==> src/design/rxb_pkg.sv <==
// Shared constants and types for the receiver error mask and buffer control block
`default_nettype none
package rxb_pkg;
  // Register offsets on the control port
  localparam logic [6:0] RXB_ERR_OFS  = 7'h10;
  localparam logic [6:0] RXB_MASK_OFS = 7'h11;
  localparam logic [6:0] RXB_CSB_OFS  = 7'h12;
  localparam logic [6:0] RXB_UBC_OFS  = 7'h13;
  localparam logic [6:0] RXB_WIN_LO   = 7'h20;
  localparam logic [6:0] RXB_WIN_HI   = 7'h37;
  // Reset values and writable bits
  localparam logic [7:0] RXB_MASK_RST = 8'h00;
  localparam logic [7:0] RXB_CSB_RST  = 8'h00;
  localparam logic [7:0] RXB_UBC_RST  = 8'h00;
  localparam logic [7:0] RXB_MASK_WR  = 8'h7f;
  localparam logic [7:0] RXB_CSB_WR   = 8'h3f;
  localparam logic [7:0] RXB_UBC_WR   = 8'h1f;
  // Error bit positions; the two CRC errors never touch audio
  localparam int unsigned RXB_SUBCODE_CRC_BIT = 6;
  localparam int unsigned RXB_STATUS_CRC_BIT  = 5;
  localparam logic [6:0]  RXB_CRC_BITS        = 7'h60;
  // Channel status buffer control fields
  localparam int unsigned RXB_PICK_BIT      = 0;
  localparam int unsigned RXB_WIDTH_BIT     = 1;
  localparam int unsigned RXB_CS_EF_INH_BIT = 2;
  localparam int unsigned RXB_CS_DE_INH_BIT = 3;
  localparam int unsigned RXB_KEEP_BIT      = 4;
  localparam int unsigned RXB_WINSEL_BIT    = 5;
  // User buffer control fields
  localparam int unsigned RXB_UB_EF_INH_BIT = 0;
  localparam int unsigned RXB_UB_DE_INH_BIT = 1;
  localparam int unsigned RXB_MGR_LO        = 2;
  localparam int unsigned RXB_MGR_HI        = 3;
  localparam int unsigned RXB_UDIR_BIT      = 4;
  // Leading channel status bytes kept by the protect bit
  localparam logic [4:0] RXB_PROTECT_BYTES = 5'd5;

  typedef enum logic [1:0] {
    RXB_MGR_ZEROS = 2'b00,
    RXB_MGR_BLOCK = 2'b01,
    RXB_MGR_RSVD  = 2'b10,
    RXB_MGR_CONSB = 2'b11
  } rxb_mgr_t;

  typedef struct packed {
    logic       wr;
    logic       rd;
    logic [6:0] addr;
    logic [7:0] wdata;
  } rxb_req_t;

  typedef struct packed {
    logic [6:0] err;
    logic       pin;
    logic       irq;
    logic       hold;
    logic [1:0] hmode;
  } rxb_err_st_t;

  typedef struct packed {
    logic [7:0] mask;
    logic [7:0] csb;
    logic [7:0] ubc;
    logic [7:0] rdata;
    logic       rvalid;
    logic       win_rd;
    logic       win_wr;
    logic [4:0] win_ofs;
    logic [7:0] win_wdata;
    logic       win_user;
    logic       win_chan_b;
    logic       pair_b;
    logic       emphasis;
    logic [7:0] chan_status;
    logic [3:0] go;
    logic [2:0] olr_s;
    logic [2:0] ilr_s;
    logic [1:0] upin_s;
    logic       upin_o;
    logic       upin_oe;
    logic       tx_bit;
    logic       tx_stb;
  } rxb_st_t;
endpackage
`default_nettype wire
==> src/design/rxb_ctrl.sv <==
// Receiver error mask and data buffer control registers on the control port
`default_nettype none
module rxb_ctrl (
  // Clock and reset
  input  wire logic             clk,
  input  wire logic             rst_b,
  input  wire logic             clk_en,
  // Control port register access
  input  wire rxb_pkg::rxb_req_t reg_req,
  output var  logic [7:0]       reg_rdata,
  output var  logic             reg_rvalid,
  // Receiver error sources and audio hold
  input  wire logic [6:0]       err_event,
  input  wire logic [1:0]       hold_mode,
  output var  logic             receiver_error_out,
  output var  logic             err_irq,
  output var  logic             sample_hold_req,
  output var  logic [1:0]       sample_hold_mode,
  // Per-channel received information
  input  wire logic             emphasis_a,
  input  wire logic             emphasis_b,
  input  wire logic [7:0]       chan_status_a,
  input  wire logic [7:0]       chan_status_b,
  output var  logic             emphasis_pin,
  output var  logic [7:0]       rx_chan_status,
  // Buffer settings
  output var  logic             buffer_window_select,
  output var  logic             first_bytes_protect,
  output var  logic             buffer_access_width,
  output var  logic             channel_pick,
  output var  logic             user_pin_direction,
  output var  rxb_pkg::rxb_mgr_t user_bit_manager_mode,
  // Buffer transfers
  input  wire logic             cs_dte_req,
  input  wire logic [4:0]       cs_dte_byte,
  input  wire logic             cs_eft_req,
  input  wire logic             ub_dte_req,
  input  wire logic             ub_eft_req,
  output var  logic             cs_dte_go,
  output var  logic             cs_eft_go,
  output var  logic             ub_dte_go,
  output var  logic             ub_eft_go,
  // Buffer window access
  input  wire logic [7:0]       buf_rdata,
  output var  logic             win_rd,
  output var  logic             win_wr,
  output var  logic [4:0]       win_ofs,
  output var  logic [7:0]       win_wdata,
  output var  logic             win_user,
  output var  logic             win_chan_b,
  // User bit pin and frame clocks
  input  wire logic             user_pin_i,
  output var  logic             user_pin_o,
  output var  logic             user_pin_oe,
  input  wire logic             output_side_lr_clock,
  input  wire logic             input_side_lr_clock,
  input  wire logic             rx_user_bit,
  input  wire logic             ubuf_tx_bit,
  output var  logic             tx_user_bit,
  output var  logic             tx_user_strobe
);
  import rxb_pkg::*;

  function automatic logic in_window(input logic [6:0] a);
    in_window = (a >= RXB_WIN_LO) && (a <= RXB_WIN_HI);
  endfunction

  rxb_st_t    st_q;
  rxb_st_t    st_d;
  logic       rd_clr;
  logic [6:0] err_q;
  logic       pin_q;
  logic       irq_q;
  logic       hold_q;
  logic [1:0] hmode_q;
  rxb_mgr_t   mode;
  logic       win_ok;
  logic       olr_edge;
  logic       ilr_edge;
  logic [6:0] win_idx;

  assign mode = rxb_mgr_t'(st_q.ubc[RXB_MGR_HI:RXB_MGR_LO]);
  // User data is only reachable through the window in block mode
  assign win_ok = !st_q.csb[RXB_WINSEL_BIT] || (mode == RXB_MGR_BLOCK);
  assign rd_clr = reg_req.rd && (reg_req.addr == RXB_ERR_OFS);
  assign olr_edge = st_q.olr_s[1] ^ st_q.olr_s[2];
  assign ilr_edge = st_q.ilr_s[1] ^ st_q.ilr_s[2];
  assign win_idx = reg_req.addr - RXB_WIN_LO;

  rxb_err_unit u_err (
    .clk       (clk),
    .rst_b     (rst_b),
    .clk_en    (clk_en),
    .mask      (st_q.mask[6:0]),
    .rd_clr    (rd_clr),
    .hold_mode (hold_mode),
    .err_event (err_event),
    .err_q     (err_q),
    .pin_q     (pin_q),
    .irq_q     (irq_q),
    .hold_q    (hold_q),
    .hmode_q   (hmode_q)
  );

  always_comb begin
    st_d = st_q;
    st_d.rvalid = 1'b0;
    st_d.win_rd = 1'b0;
    st_d.win_wr = 1'b0;
    st_d.tx_stb = 1'b0;
    // Window read data returns one cycle after the buffer strobe
    if (st_q.win_rd) begin
      st_d.rdata = buf_rdata;
      st_d.rvalid = 1'b1;
    end
    if (reg_req.wr) begin
      case (reg_req.addr)
        RXB_MASK_OFS: st_d.mask = reg_req.wdata & RXB_MASK_WR;
        RXB_CSB_OFS:  st_d.csb = reg_req.wdata & RXB_CSB_WR;
        RXB_UBC_OFS:  st_d.ubc = reg_req.wdata & RXB_UBC_WR;
        default: ;
      endcase
    end
    if (reg_req.rd && !in_window(reg_req.addr)) begin
      st_d.rvalid = 1'b1;
      case (reg_req.addr)
        RXB_ERR_OFS:  st_d.rdata = {1'b0, err_q};
        RXB_MASK_OFS: st_d.rdata = st_q.mask;
        RXB_CSB_OFS:  st_d.rdata = st_q.csb;
        RXB_UBC_OFS:  st_d.rdata = st_q.ubc;
        default:      st_d.rdata = 8'h00;
      endcase
    end else if (reg_req.rd && !win_ok) begin
      st_d.rvalid = 1'b1;
      st_d.rdata = 8'h00;
    end
    if ((reg_req.rd || reg_req.wr) && in_window(reg_req.addr) && win_ok) begin
      st_d.win_rd = reg_req.rd;
      st_d.win_wr = reg_req.wr;
      st_d.win_ofs = win_idx[4:0];
      st_d.win_wdata = reg_req.wdata;
      st_d.win_user = st_q.csb[RXB_WINSEL_BIT];
      // One-byte mode follows the channel pick, two-byte mode alternates A then B
      if (st_q.csb[RXB_WIDTH_BIT]) begin
        st_d.win_chan_b = st_q.pair_b;
        st_d.pair_b = !st_q.pair_b;
      end else begin
        st_d.win_chan_b = st_q.csb[RXB_PICK_BIT];
        st_d.pair_b = 1'b0;
      end
    end
    st_d.emphasis = st_q.csb[RXB_PICK_BIT] ? emphasis_b : emphasis_a;
    st_d.chan_status = st_q.csb[RXB_PICK_BIT] ? chan_status_b : chan_status_a;
    st_d.go[0] = cs_dte_req && !st_q.csb[RXB_CS_DE_INH_BIT]
                 && !(st_q.csb[RXB_KEEP_BIT] && (cs_dte_byte < RXB_PROTECT_BYTES));
    st_d.go[1] = cs_eft_req && !st_q.csb[RXB_CS_EF_INH_BIT];
    st_d.go[2] = ub_dte_req
                 && !((mode == RXB_MGR_BLOCK) && st_q.ubc[RXB_UB_DE_INH_BIT]);
    st_d.go[3] = ub_eft_req
                 && !((mode == RXB_MGR_BLOCK) && st_q.ubc[RXB_UB_EF_INH_BIT]);
    // Pins cross in through two stages; the third stage only serves edge detection
    st_d.olr_s = {st_q.olr_s[1:0], output_side_lr_clock};
    st_d.ilr_s = {st_q.ilr_s[1:0], input_side_lr_clock};
    st_d.upin_s = {st_q.upin_s[0], user_pin_i};
    st_d.upin_oe = st_q.ubc[RXB_UDIR_BIT];
    if (st_q.ubc[RXB_UDIR_BIT] && ilr_edge) begin
      st_d.upin_o = rx_user_bit;
    end
    if (olr_edge) begin
      st_d.tx_stb = 1'b1;
      if (mode == RXB_MGR_ZEROS) begin
        st_d.tx_bit = 1'b0;
      end else if (st_q.ubc[RXB_UDIR_BIT]) begin
        st_d.tx_bit = ubuf_tx_bit;
      end else begin
        st_d.tx_bit = st_q.upin_s[1];
      end
    end
  end

  always_ff @(posedge clk or negedge rst_b) begin
    if (!rst_b) begin
      st_q <= '0;
      st_q.mask <= RXB_MASK_RST;
      st_q.csb <= RXB_CSB_RST;
      st_q.ubc <= RXB_UBC_RST;
    end else if (clk_en) begin
      st_q <= st_d;
    end
  end

  assign reg_rdata = st_q.rdata;
  assign reg_rvalid = st_q.rvalid;
  assign receiver_error_out = pin_q;
  assign err_irq = irq_q;
  assign sample_hold_req = hold_q;
  assign sample_hold_mode = hmode_q;
  assign emphasis_pin = st_q.emphasis;
  assign rx_chan_status = st_q.chan_status;
  assign buffer_window_select = st_q.csb[RXB_WINSEL_BIT];
  assign first_bytes_protect = st_q.csb[RXB_KEEP_BIT];
  assign buffer_access_width = st_q.csb[RXB_WIDTH_BIT];
  assign channel_pick = st_q.csb[RXB_PICK_BIT];
  assign user_pin_direction = st_q.ubc[RXB_UDIR_BIT];
  assign user_bit_manager_mode = mode;
  assign cs_dte_go = st_q.go[0];
  assign cs_eft_go = st_q.go[1];
  assign ub_dte_go = st_q.go[2];
  assign ub_eft_go = st_q.go[3];
  assign win_rd = st_q.win_rd;
  assign win_wr = st_q.win_wr;
  assign win_ofs = st_q.win_ofs;
  assign win_wdata = st_q.win_wdata;
  assign win_user = st_q.win_user;
  assign win_chan_b = st_q.win_chan_b;
  assign user_pin_o = st_q.upin_o;
  assign user_pin_oe = st_q.upin_oe;
  assign tx_user_bit = st_q.tx_bit;
  assign tx_user_strobe = st_q.tx_stb;
endmodule
`default_nettype wire

==> src/design/rxb_err_unit.sv <==
// Error register with mask gating, error pin, interrupt and hold pulses
`default_nettype none
module rxb_err_unit (
  // Clock and reset
  input  wire logic       clk,
  input  wire logic       rst_b,
  input  wire logic       clk_en,
  // Control
  input  wire logic [6:0] mask,
  input  wire logic       rd_clr,
  input  wire logic [1:0] hold_mode,
  // Error sources
  input  wire logic [6:0] err_event,
  // Results
  output var  logic [6:0] err_q,
  output var  logic       pin_q,
  output var  logic       irq_q,
  output var  logic       hold_q,
  output var  logic [1:0] hmode_q
);
  import rxb_pkg::*;

  rxb_err_st_t st_q;
  rxb_err_st_t st_d;
  logic [6:0]  hit;

  always_comb begin
    hit = err_event & mask;
    st_d = st_q;
    // A hit in the clearing read cycle survives the clear
    st_d.err = (rd_clr ? 7'h00 : st_q.err) | hit;
    st_d.pin = |st_d.err;
    st_d.irq = |hit;
    st_d.hold = |(hit & ~RXB_CRC_BITS);
    st_d.hmode = hold_mode;
  end

  always_ff @(posedge clk or negedge rst_b) begin
    if (!rst_b) begin
      st_q <= '0;
    end else if (clk_en) begin
      st_q <= st_d;
    end
  end

  assign err_q = st_q.err;
  assign pin_q = st_q.pin;
  assign irq_q = st_q.irq;
  assign hold_q = st_q.hold;
  assign hmode_q = st_q.hmode;
endmodule
`default_nettype wire

==> config.mk <==
export PLATFORM = sky130hd
export DESIGN_NAME = rxb_ctrl
export DESIGN_NICKNAME = d
export VERILOG_FILES = /design/src/design/rxb_pkg.sv /design/src/design/rxb_ctrl.sv /design/src/design/rxb_err_unit.sv
export SDC_FILE = /design/constraint.sdc
export NUM_CORES = 1
export LEC_CHECK = 0
export BUFFER_PORTS_ARGS = -buffer_cell sky130_fd_sc_hd__clkbuf_2
export CORE_MARGIN = 2
export CORE_UTILIZATION = 43
export CTS_CLUSTER_DIAMETER = 60
export DETAILED_ROUTE_END_ITERATION = 10
export PLACE_DENSITY = 0.77
export SLEW_MARGIN = 0
export SYNTH_ARGS = -nofsm -noshare
export SYNTH_HDL_FRONTEND = slang
export SYNTH_SLANG_ARGS = --single-unit
==> constraint.sdc <==
create_clock -name clk -period 5.7 [get_ports clk]
set_input_delay 0.57 -clock clk [delete_from_list [all_inputs] [get_ports clk]]
set_output_delay 0.57 -clock clk [all_outputs]
set_load 0.01 [all_outputs]
==> flow_summary.json <==
{
  "outcome": "completed",
  "ios": 124,
  "clock_path_buffers": 2,
  "p_seq_frac": 0.514,
  "via_per_inst": 5.13,
  "r2r_slack_ns": 3.39,
  "p_int_uw": 1000,
  "grt_usage": 0.174,
  "fin_setup_tns_ns": 0,
  "dr.pass1.iters": 4,
  "r2r_end": "win_wdata[0]",
  "portBuffers": 123,
  "synth_compound_gate_area_share": 0.0876,
  "antenna_found_initial": 0,
  "cts_buffers": 9,
  "cellPowerDensity_nw_per_um2": 302,
  "ff2ff_path_depth": 4,
  "hpwl_mm": 5.96,
  "synth_top_area_cell": "dfrtp_1",
  "drt_iter0_drc": 130,
  "dieHeight_um": 98.2,
  "synthSimpleGateAreaFrac": 0.0656,
  "root_buffer": "clkbuf_8",
  "die_area_um2": 9640,
  "critPathKind": "register to register",
  "coreArea_um2": 8680,
  "finalSetupViolations": 0,
  "dr_total_vias": 2633,
  "start_util": 0.439,
  "globalRouteMet3Util": 0.0286,
  "crit_arrival_ns": 2.54,
  "clk_latency_ns": 0.35,
  "cts_resized": 0,
  "postCtsSetupBuffers": 0,
  "synth_top_area_share": 0.538,
  "use_met2": 0.278,
  "rsz0062_at_grt": "false",
  "area_growth_pct": 17.6,
  "netlist_instances": 310,
  "worst_slack_ns": 3.39,
  "p_sw_uw": 352,
  "endpoint_kind": "register",
  "layout_commonest_cell": "clkbuf_2",
  "nets": 470,
  "routabilityCongestion": 0.805,
  "skew_ns": 0.0102,
  "synth_fa_ha_area_frac": 0,
  "grtUsageMet1": 0.235,
  "layout_common_cells": "clkbuf_2 (122), dfrtp_1 (82), mux2_2 (49)",
  "grt_pass1_vias": 2718,
  "synth_top_family_by_area": "multiplexers",
  "cp_max_fo": 19,
  "synth_mux_area_frac": 0.208,
  "hold_buffers": 0,
  "synth_xor_area_frac": 0.00459,
  "syn_area_um2": 3810,
  "wl_per_cell_um": 15.8,
  "finalMaxSlewViolations": 0,
  "r2r-start": "user_bit_manager_mode[0]",
  "clkSinkCount": 82,
  "synth-seq-cells": 82,
  "tightest_slew_ns": 1.01,
  "p_sw_frac": 0.260,
  "rows": 34,
  "relSlewSlack": 0.326,
  "overflow": 0,
  "clk_pin_slew_ns": 0.08,
  "fp.dieW_um": 98.2,
  "ys_seq_area_frac": 0.538,
  "clock.fmax_mhz": 433,
  "hold_violations": 0,
  "synth_cell_types": 40,
  "cp_data_required_time_ns": 5.93,
  "syn_area_per_cell_um2": 12.3,
  "grt_max_degree": 83,
  "diodes": 0,
  "leakagePower_uw": 0.00223,
  "period_share": 0.405,
  "routed_wl_mm": 8.10,
  "ir_worst_vdd_mv": 0.153,
  "dp_slack_ns": 3.06,
  "ys_top_cells_by_area": "dfrtp_1 (54%), mux2_2 (14%), buf_4 (6.3%), mux2i_1 (3.4%), mux4_2 (3.0%)",
  "grt-busiest-layer": "met2",
  "critPathLaunchType": "register",
  "cts_tree": "built",
  "detail-route-antenna-nets": 0,
  "drive_above_1_share": 0.486,
  "cts_htree_levels": 3,
  "syn-num-nets": 379,
  "power_frac_comb": 0.159,
  "drv_cap": 0,
  "synth_warnings": 0,
  "hp-class": "input port to async pin",
  "drc": 0,
  "power_frac_clock": 0.327,
  "final.min_clock_period_ns": 2.31,
  "grt_pass1_wl_mm": 13.4
}
[worst max path at each step]
stage	from	end	slack [ns]	depth (start not counted)
3_5_place_dp	clk_en	win_wdata[3]	3.06	5
6_report	user_bit_manager_mode[0]	win_wdata[0]	3.39	4
5_1_grt	user_bit_manager_mode[0]	win_wdata[0]	3.23	4
3_3_place_gp	clk_en	win_wdata[0]	3.13	5
2_1_floorplan	reg_req[13]	u_err.err_q[2]	3.54	6
4_1_cts	user_bit_manager_mode[0]	win_wdata[0]	3.37	4
[metrics by stage]
step	util	total power (µW)	hold slack, ns	cells	cell area, µm²
after floorplan	-	846	0.274	310	3810
after global placement	0.493	916	0.469	498	4280
after detailed placement	0.493	926	0.475	498	4280
after CTS	0.517	1370	0.431	513	4480
after global routing	0.517	1430	0.444	513	4480
final	0.517	1350	0.402	513	4480
[power by group through the flow]
stage | combinational [µW] | sequential [µW] | clock, µW
after floorplan | 143 | 703 | 0
after detailed placement | 218 | 707 | 0
after CTS | 219 | 696 | 457
final | 215 | 695 | 443
after global routing | 239 | 705 | 482
after global placement | 213 | 703 | 0
[cells by family (layout without fill, tap and decap cells)]
family,Yosys count,count (layout)
DFF,82,82
AOI/OAI and AO/OA,49,49
xor gates and xnor gates,2,2
muxes,67,67
and+or+nand+nor,48,48
buffers and inverters,62,157
[sequential cells by signal (all words and copies together), names as in the netlist, 2 cells and up]
signal / flops
win_ofs: 5
u_err.err_q: 7
st_q: 15
rx_chan_status: 8
u_err.hmode_q: 2
win_wdata: 8
reg_rdata: 8
st_d: 5
user_bit_manager_mode: 2
[synth_stat cells, drive strengths merged]
cell type,number
mux2,49
a32o,8
clkbuf,5
a21oi,14
buf,39
o2bb2ai,6
a31oi,1
nor3,4
nand4b,1
or3b,1
nand2,13
xor2,2
o221ai,1
mux2i,13
a21o,1
a22oi,1
o22ai,1
nand3,7
or4b,1
o2111ai,1
o21ai,12
nand2b,1
o22a,1
mux4,5
nor2,15
nor2b,1
o21a,1
inv,18
and3,2
a222oi,1
dfrtp,82
nor4,1
nand3b,1
[critical path, stage by stage, from the launching register on]
cell       delay, ns
dfrtp_1         0.42
nor2b_1         0.31
o2111ai_1       0.29
nor2_2          0.76
mux2_2          0.41
[area by class of cell]
cell class	count	area, µm²
inverters	18	67.6
repair buffers	124	626
well taps	108	135
clock buffers	9	124
flip-flops and latches	82	2050
fillers	793	4200
multi-input cells	166	1400
clock inverters	6	82.6
[layer usage]
metal	routed length, µm	share of wire
met1	3530	0.44
met2	4000	0.49
met3	405	0.050
met4	158	0.020
met5	0	0
Note: power is estimated with default switching activity, not from simulation.
